--- src/front_panel_pkg.sv ---
package front_panel_pkg;

    // =========================================================
    // Timing
    localparam int unsigned CLOCK_HZ        = 50_000_000;
    localparam int unsigned CYCLES_PER_MS   = CLOCK_HZ / 1000;
    localparam int unsigned DEBOUNCE_MS     = 10;
    localparam int unsigned DEBOUNCE_CYCLES = DEBOUNCE_MS * CYCLES_PER_MS;
    localparam int unsigned PGOOD_MS        = 100;
    localparam int unsigned PGOOD_CYCLES    = PGOOD_MS * CYCLES_PER_MS;
    localparam int unsigned RESET_MS        = 10;
    localparam int unsigned RESET_CYCLES    = RESET_MS * CYCLES_PER_MS;
    localparam int unsigned FAILSAFE_MS     = 4000;
    localparam int unsigned FAILSAFE_CYCLES = FAILSAFE_MS * CYCLES_PER_MS;
    localparam int unsigned BLINK_HZ        = 1;
    localparam int unsigned BLINK_HALF      = CLOCK_HZ / (2 * BLINK_HZ);

    // =========================================================
    // Widths and field positions
    localparam int unsigned TIMER_W  = 28;
    localparam int unsigned DEB_W    = 20;
    localparam int unsigned SYNC_W   = 4;
    localparam int unsigned SY_WAKE  = 0;
    localparam int unsigned SY_OFF   = 1;
    localparam int unsigned SY_S1    = 2;
    localparam int unsigned SY_OS    = 3;

    // =========================================================
    // State
    typedef enum logic [1:0] {
        SEQ_OFF,
        SEQ_SUPPLY,
        SEQ_PGOOD,
        SEQ_ON
    } seq_state_type;

    typedef struct packed {
        logic              sync1;
        logic              sync2;
        logic              level;
        logic              press;
        logic [DEB_W-1:0]  count;
    } deb_type;

    typedef struct packed {
        seq_state_type       state;
        logic [TIMER_W-1:0]  timer;
        logic [TIMER_W-1:0]  failsafe;
        logic                failsafe_run;
        logic [TIMER_W-1:0]  blink_cnt;
        logic                blink;
        logic [SYNC_W-1:0]   sync1;
        logic [SYNC_W-1:0]   sync2;
        logic                prev_wake;
        logic                supply;
        logic                pgood;
        logic                rst_n;
        logic                pb_req;
        logic                smi;
        logic                sci;
        logic                pb_status;
        logic                rst_req;
        logic                id_on;
        logic                id_lamp_n;
        logic                pwr_lamp_n;
    } ctl_type;

endpackage : front_panel_pkg

--- src/button_debounce.sv ---
module button_debounce #(
    parameter int unsigned STABLE_CYCLES = front_panel_pkg::DEBOUNCE_CYCLES
) (
    input  wire logic i_clock,    // System clock
    input  wire logic i_sys_rst,  // Synchronous reset
    input  wire logic i_pin_n,    // Raw button, low when pressed
    output logic      o_level,    // Debounced, high while held
    output logic      o_press     // One-cycle pulse per press
);

    localparam int unsigned DW = front_panel_pkg::DEB_W;

    front_panel_pkg::deb_type r;
    front_panel_pkg::deb_type n;

    // =========================================================
    // Synchronise, then accept a new level only once stable
    always_comb begin
        n       = r;
        n.press = 1'b0;
        n.sync1 = i_pin_n;
        n.sync2 = r.sync1;
        if (~r.sync2 == r.level) begin
            n.count = '0;
        end else if (r.count == DW'(STABLE_CYCLES - 1)) begin
            n.level = ~r.sync2;
            n.press = ~r.sync2;
            n.count = '0;
        end else begin
            n.count = r.count + 1'b1;
        end
    end

    always_ff @(posedge i_clock) begin
        if (i_sys_rst) begin
            r       <= '0;
            // Idle pin is high; avoids a false press after reset
            r.sync1 <= 1'b1;
            r.sync2 <= 1'b1;
        end else begin
            r <= n;
        end
    end

    assign o_level = r.level;
    assign o_press = r.press;

endmodule : button_debounce

--- src/front_panel_power_control.sv ---
// Function
// - Power button or chipset wake transition starts the power-up sequence.
// - Controller drives power-good and reset; platform then goes on.
// - While on, power press is only forwarded to the chipset; never switches supply.
// - Without an OS the press raises SMI and sets a status flag.
// - Chipset off state deasserts the supply-on request.
// - Unserviced power-off without an OS: fail-safe turns supply off after four seconds.
// - With an ACPI OS running the press raises an SCI request.
// - Reset press while on goes to the chipset as a request, unaffected by firmware.
// - Each identify press inverts the identify lamp.
// - Identify lamp holds until another press or an identify command.
// - Power lamp lit when DC power present, pattern from DC and sleep state.
// - Dark when off or S5, solid when on or S0, ~1 Hz in S1 while an ACPI OS runs.
module front_panel_power_control #(
    parameter int unsigned PGOOD_CYCLES    = front_panel_pkg::PGOOD_CYCLES,
    parameter int unsigned RESET_CYCLES    = front_panel_pkg::RESET_CYCLES,
    parameter int unsigned FAILSAFE_CYCLES = front_panel_pkg::FAILSAFE_CYCLES,
    parameter int unsigned BLINK_HALF      = front_panel_pkg::BLINK_HALF,
    parameter int unsigned DEBOUNCE_CYCLES = front_panel_pkg::DEBOUNCE_CYCLES
) (
    input  wire logic i_clock,                 // 50 MHz standby clock
    input  wire logic i_sys_rst,               // Synchronous reset
    input  wire logic i_front_power_button_n,  // Power button pin
    input  wire logic i_front_reset_button_n,  // Reset button pin
    input  wire logic i_front_identify_button_n, // Identify button pin
    input  wire logic i_wake_event,            // Chipset wake level
    input  wire logic i_chipset_off,           // Chipset reports off/S5
    input  wire logic i_chipset_s1,            // Chipset reports S1
    input  wire logic i_acpi_os,               // ACPI OS running
    input  wire logic i_status_clear,          // Firmware clears status
    input  wire logic i_identify_cmd_valid,    // Identify command strobe
    input  wire logic i_identify_cmd_on,       // Commanded lamp state
    output logic      o_supply_on_request,     // Supply enable
    output logic      o_power_good,            // Power good to platform
    output logic      o_platform_reset_n,      // Platform reset, low
    output logic      o_power_button_request,  // Request to chipset
    output logic      o_smi_request,           // SMI pulse
    output logic      o_sci_request,           // SCI pulse
    output logic      o_power_button_status,   // Sticky status flag
    output logic      o_reset_request,         // Reset request pulse
    output logic      o_identify_lamp_n,       // Identify lamp, low on
    output logic      o_power_lamp_n           // Power lamp, low on
);

    localparam int unsigned TW = front_panel_pkg::TIMER_W;

    front_panel_pkg::ctl_type r;
    front_panel_pkg::ctl_type n;
    logic pwr_press;
    logic rst_press;
    logic id_press;
    logic wake_edge;
    logic chip_off;
    logic chip_s1;
    logic os_on;
    logic dc_on;
    logic lamp_lit;

    // =========================================================
    // Button conditioning
    button_debounce #(.STABLE_CYCLES(DEBOUNCE_CYCLES)) u_pwr_btn (
        .i_clock (i_clock),
        .i_sys_rst (i_sys_rst),
        .i_pin_n (i_front_power_button_n),
        .o_level (),
        .o_press (pwr_press)
    );

    button_debounce #(.STABLE_CYCLES(DEBOUNCE_CYCLES)) u_rst_btn (
        .i_clock (i_clock),
        .i_sys_rst (i_sys_rst),
        .i_pin_n (i_front_reset_button_n),
        .o_level (),
        .o_press (rst_press)
    );

    button_debounce #(.STABLE_CYCLES(DEBOUNCE_CYCLES)) u_id_btn (
        .i_clock (i_clock),
        .i_sys_rst (i_sys_rst),
        .i_pin_n (i_front_identify_button_n),
        .o_level (),
        .o_press (id_press)
    );

    // =========================================================
    // Chipset level views, read only after the second flop
    assign chip_off  = r.sync2[front_panel_pkg::SY_OFF];
    assign chip_s1   = r.sync2[front_panel_pkg::SY_S1];
    assign os_on     = r.sync2[front_panel_pkg::SY_OS];
    assign wake_edge = r.sync2[front_panel_pkg::SY_WAKE] ^ r.prev_wake;
    assign dc_on     = (r.state == front_panel_pkg::SEQ_ON);
    assign lamp_lit  = dc_on && !(os_on && chip_off)
                       && !(os_on && chip_s1 && !r.blink);

    // =========================================================
    // Next state
    always_comb begin
        n           = r;
        n.pb_req    = 1'b0;
        n.smi       = 1'b0;
        n.sci       = 1'b0;
        n.rst_req   = 1'b0;
        n.sync1     = {i_acpi_os, i_chipset_s1, i_chipset_off,
                       i_wake_event};
        n.sync2     = r.sync1;
        n.prev_wake = r.sync2[front_panel_pkg::SY_WAKE];

        // Free-running blink base, equal on and off halves
        if (r.blink_cnt == TW'(BLINK_HALF - 1)) begin
            n.blink_cnt = '0;
            n.blink     = ~r.blink;
        end else begin
            n.blink_cnt = r.blink_cnt + 1'b1;
        end

        unique case (r.state)
            front_panel_pkg::SEQ_OFF: begin
                n.supply       = 1'b0;
                n.pgood        = 1'b0;
                n.rst_n        = 1'b0;
                n.failsafe_run = 1'b0;
                if (pwr_press || wake_edge) begin
                    n.state  = front_panel_pkg::SEQ_SUPPLY;
                    n.supply = 1'b1;
                    n.timer  = '0;
                end
            end
            front_panel_pkg::SEQ_SUPPLY: begin
                // Give the rails time to settle before power good
                if (r.timer == TW'(PGOOD_CYCLES - 1)) begin
                    n.state = front_panel_pkg::SEQ_PGOOD;
                    n.pgood = 1'b1;
                    n.timer = '0;
                end else begin
                    n.timer = r.timer + 1'b1;
                end
            end
            front_panel_pkg::SEQ_PGOOD: begin
                if (r.timer == TW'(RESET_CYCLES - 1)) begin
                    n.state = front_panel_pkg::SEQ_ON;
                    n.rst_n = 1'b1;
                    n.timer = '0;
                end else begin
                    n.timer = r.timer + 1'b1;
                end
            end
            front_panel_pkg::SEQ_ON: begin
                // Press only becomes a request; supply untouched
                if (pwr_press) begin
                    n.pb_req = 1'b1;
                    if (os_on) begin
                        n.sci = 1'b1;
                    end else begin
                        n.smi          = 1'b1;
                        n.failsafe_run = 1'b1;
                        n.failsafe     = '0;
                    end
                end else if (r.failsafe_run) begin
                    n.failsafe = r.failsafe + 1'b1;
                end
                if (rst_press) begin
                    n.rst_req = 1'b1;
                end
                // A fresh press restarts the fail-safe instead of firing it
                if (chip_off || (r.failsafe_run && !pwr_press &&
                                 r.failsafe == TW'(FAILSAFE_CYCLES - 1))) begin
                    n.state        = front_panel_pkg::SEQ_OFF;
                    n.supply       = 1'b0;
                    n.pgood        = 1'b0;
                    n.rst_n        = 1'b0;
                    n.failsafe_run = 1'b0;
                end
            end
        endcase

        // Set after clear so a press in the clear cycle is kept
        if (i_status_clear) begin
            n.pb_status = 1'b0;
        end
        if (r.state == front_panel_pkg::SEQ_ON && pwr_press && !os_on) begin
            n.pb_status = 1'b1;
        end

        // A press beats a command arriving in the same cycle
        if (id_press) begin
            n.id_on = ~r.id_on;
        end else if (i_identify_cmd_valid) begin
            n.id_on = i_identify_cmd_on;
        end
        n.id_lamp_n  = ~n.id_on;
        n.pwr_lamp_n = ~lamp_lit;
    end

    always_ff @(posedge i_clock) begin
        if (i_sys_rst) begin
            r            <= '0;
            r.id_lamp_n  <= 1'b1;
            r.pwr_lamp_n <= 1'b1;
        end else begin
            r <= n;
        end
    end

    assign o_supply_on_request    = r.supply;
    assign o_power_good           = r.pgood;
    assign o_platform_reset_n     = r.rst_n;
    assign o_power_button_request = r.pb_req;
    assign o_smi_request          = r.smi;
    assign o_sci_request          = r.sci;
    assign o_power_button_status  = r.pb_status;
    assign o_reset_request        = r.rst_req;
    assign o_identify_lamp_n      = r.id_lamp_n;
    assign o_power_lamp_n         = r.pwr_lamp_n;
endmodule : front_panel_power_control

--- config.mk ---
export PLATFORM = sky130hd
export DESIGN_NAME = front_panel_power_control
export DESIGN_NICKNAME = d
export VERILOG_FILES = /design/src/front_panel_pkg.sv /design/src/button_debounce.sv /design/src/front_panel_power_control.sv
export SDC_FILE = /design/constraint.sdc
export NUM_CORES = 1
export LEC_CHECK = 0
export BUFFER_PORTS_ARGS = -buffer_cell sky130_fd_sc_hd__buf_2
export CAP_MARGIN = 20
export CELL_PAD_IN_SITES_DETAIL_PLACEMENT = 0
export CELL_PAD_IN_SITES_GLOBAL_PLACEMENT = 1
export CORE_MARGIN = 2
export CORE_UTILIZATION = 51
export CTS_CLUSTER_DIAMETER = 50
export DETAILED_ROUTE_END_ITERATION = 10
export GPL_TIMING_DRIVEN = 0
export PLACE_DENSITY = 0.92
export SYNTH_ARGS = -nofsm -noshare
export SYNTH_HDL_FRONTEND = slang
export SYNTH_SLANG_ARGS = --single-unit
--- constraint.sdc ---
create_clock -name i_clock -period 5 [get_ports i_clock]
set_input_delay 1 -clock i_clock [delete_from_list [all_inputs] [get_ports i_clock]]
set_output_delay 1 -clock i_clock [all_outputs]
set_load 0.01 [all_outputs]
==> results.cfg <==
[floorplan]
ios = 22
die_x_um = 128
fp.dieH_um = 128
die_area_mm2 = 0.0164
fp-row-count = 45
core_mm2 = 0.0151
initial_utilization = 0.519

[synth]
synth_top_area_frac = 0.460
yosysWarnings = 0
seq_area_frac_synth = 0.460
synthFlopType = dfxtp_1
synthCells = 922
postSynth.asyncResetShare = 0
synth_area_leader_cell = dfxtp_1
synth_area_per_cell_um2 = 8.49
ys_top_cells_by_area = dfxtp_1 (46%), nor2_1 (7.6%), xor2_1 (6.5%)
synth_area_mm2 = 0.00783
ys_ff_latch = 180
synth_edf_count = 0
synth_cell_types = 48
syn_nets = 945

[grt]
grt_usage = 0.191
grt_pass1_wl_um = 25600
grt-ovfl-total = 0
antenna_found_initial = 0
grt_max_degree = 18
first_global_vias = 5576

[setup_path]
path_cells = buf_6 > or4_1 > or4_1 > o211ai_1 > nand2_1 > clkbuf_1 > a21oi_2 > nor2_1
crit_required_ps = 5300
cpLargestDelayFamily = simple AND/OR/NAND/NOR gates
crit_slowest_cell = or4_1
path_class = register to register
crit_path_end_kind = register
cpPeakStageDelay_ps = 580
start_kind = register
critPathBufInv = 2
critical_path_arrival_ps = 3220
cpMostUsedCell = or4_1
critPathMaxFanout = 10

[timing]
fmax_mhz = 342
fin_crit_ps = 2930
finalHoldViolations = 0
worst_pin_slew_ps = 1040
finClkSkew_ps = 8.89
rsz0062_at_grt = false
slew_viol_final = 0
setup_violations = 0
post-route-period-util = 0.586
fin_setup_tns_ps = 0
slew_headroom = 0.300

[cts]
post_cts_buffers = 0
cts_max_path_buffers = 2
cts_sinks = 180
cts.clk_slew.worst_paths_ps = 70
htreeDepth = 4
cts_hold_buf = 0
clockRootBuffer = clkbuf_16
cts_buffers = 17
clkLatencyLatePin_ps = 430
cts_resized = 0
cts_tree = built

[routing]
drt_wl_total_um = 14700
drt_iter0_markers = 292
drc = 0
antenna_left = 0
drtPass1Iterations = 4
post_drt_via_cell_ratio = 5.30
wl_per_cell_um = 12.6
vias = 6168

[flow_run]
drv_cap = 0

[place]
dpl.hpwl_um = 10200
postPlaceCellArea_mm2 = 0.00816
portBuffers = 20
gp_congestion = 0.826

[cells_and_area]
layout-drive-gt1-share = 0.0697
areaGrowthSynthToFinish_pct = 11.7
antenna_cells = 0
final_cell_area_mm2 = 0.00875
final_common_cell = dfxtp_1
fill_cells = 1409
nets = 985
final_cell_mix = dfxtp_1 (180), nor2_1 (159), nand2_1 (75)

[power]
p_leak_nw = 2.92
irDropWorstVdd_v = 0.000253
powerDensity_mw_per_mm2 = 342

[hold_path]
hold_class = register to register

[status]
status = complete, no violations
final timing paths:
check             depth (start not counted)                       start  slack, ps                    endpoint
setup / recovery                          8          r[87]$_SDFFE_PP0P_       2070          r[94]$_SDFFE_PP0P_
hold / removal                            1  u_pwr_btn.n[22]$_SDFF_PP1_        410  u_pwr_btn.r[22]$_SDFF_PP1_
setup reg to reg                          8          r[87]$_SDFFE_PP0P_       2070          r[94]$_SDFFE_PP0P_
hold reg to reg                           1  u_pwr_btn.n[22]$_SDFF_PP1_        410  u_pwr_btn.r[22]$_SDFF_PP1_
worst reg2reg max path, delay by kind of cell, from the launching register on:
family / cells / cell delay, ps
AND/OR/NAND/NOR: 4 / 1300
AO/OA/AOI/OAI: 2 / 770
buffers and inverters: 2 / 410
flip-flops: 1 / 320
per-stage QoR:
step | instances | hold slack (ps) | setup slack (ps) | utilization | power (mW)
after floorplan | 922 | 389 | 2460 | - | 1.67
after global placement | 1130 | 391 | 2080 | 0.541 | 1.74
after detailed placement | 1130 | 394 | 2060 | 0.541 | 1.74
after CTS | 1162 | 408 | 2080 | 0.579 | 3.02
after global routing | 1163 | 434 | 1880 | 0.580 | 3.12
final | 1163 | 406 | 2070 | 0.580 | 2.99
where the power goes:
part           internal, mW  switching, mW  total [mW]
combinational        0.0748          0.171       0.246
clock                 0.701          0.583        1.28
sequential             1.45         0.0123        1.46
total                  2.23          0.766        2.99
cell families (layout without fill, tap and decap cells):
group / after synthesis / count (layout) / synth area share
AOI/OAI and AO/OA: 76 / 76 / 0.0622
buffers and inverters: 57 / 110 / 0.0283
and+or+nand+nor: 483 / 483 / 0.303
xor gates and xnor gates: 113 / 113 / 0.126
adders and majority gates: 11 / 11 / 0.0176
DFF: 180 / 180 / 0.460
muxes: 2 / 2 / 0.00256
area by class of cell:
type	instances	area, um^2	area share
buffer	28	113	0.0129
clock buffer	18	429	0.0491
clock inverter	14	148	0.0169
inverter	29	109	0.0124
multi-input combinational	685	4000	0.458
sequential	180	3600	0.412
tap	188	235	0.0269
timing repair buffer	21	105	0.0120
Yosys cell counts (8+ instances only):
cell	number
or3_1	14
nor2_1	159
o31ai_1	8
ha_1	11
or2_2	12
clkbuf_1	27
xnor2_1	55
nand4_1	28
nor2b_1	14
and3_1	23
nor4_1	22
inv_1	28
or4_1	10
a21oi_1	23
dfxtp_1	180
xor2_1	58
nand3_1	69
o21ai_0	13
nand2_1	75
nor3_1	31
flip-flops by register name (all words and copies together), names as in the netlist, 5 cells and up:
name / count
u_pwr_btn.r: 21
u_rst_btn.r: 21
u_id_btn.r: 21
n: 5
r: 90
routing by layer:
layer	routed length [um]	part of all wire	GRT usage
met5	0	0	0
met4	153	0.010	0.0621
met3	422	0.029	0.0417
met2	6520	0.44	0.292
met1	7610	0.52	0.268
Note: power is estimated with default switching activity, not from simulation.
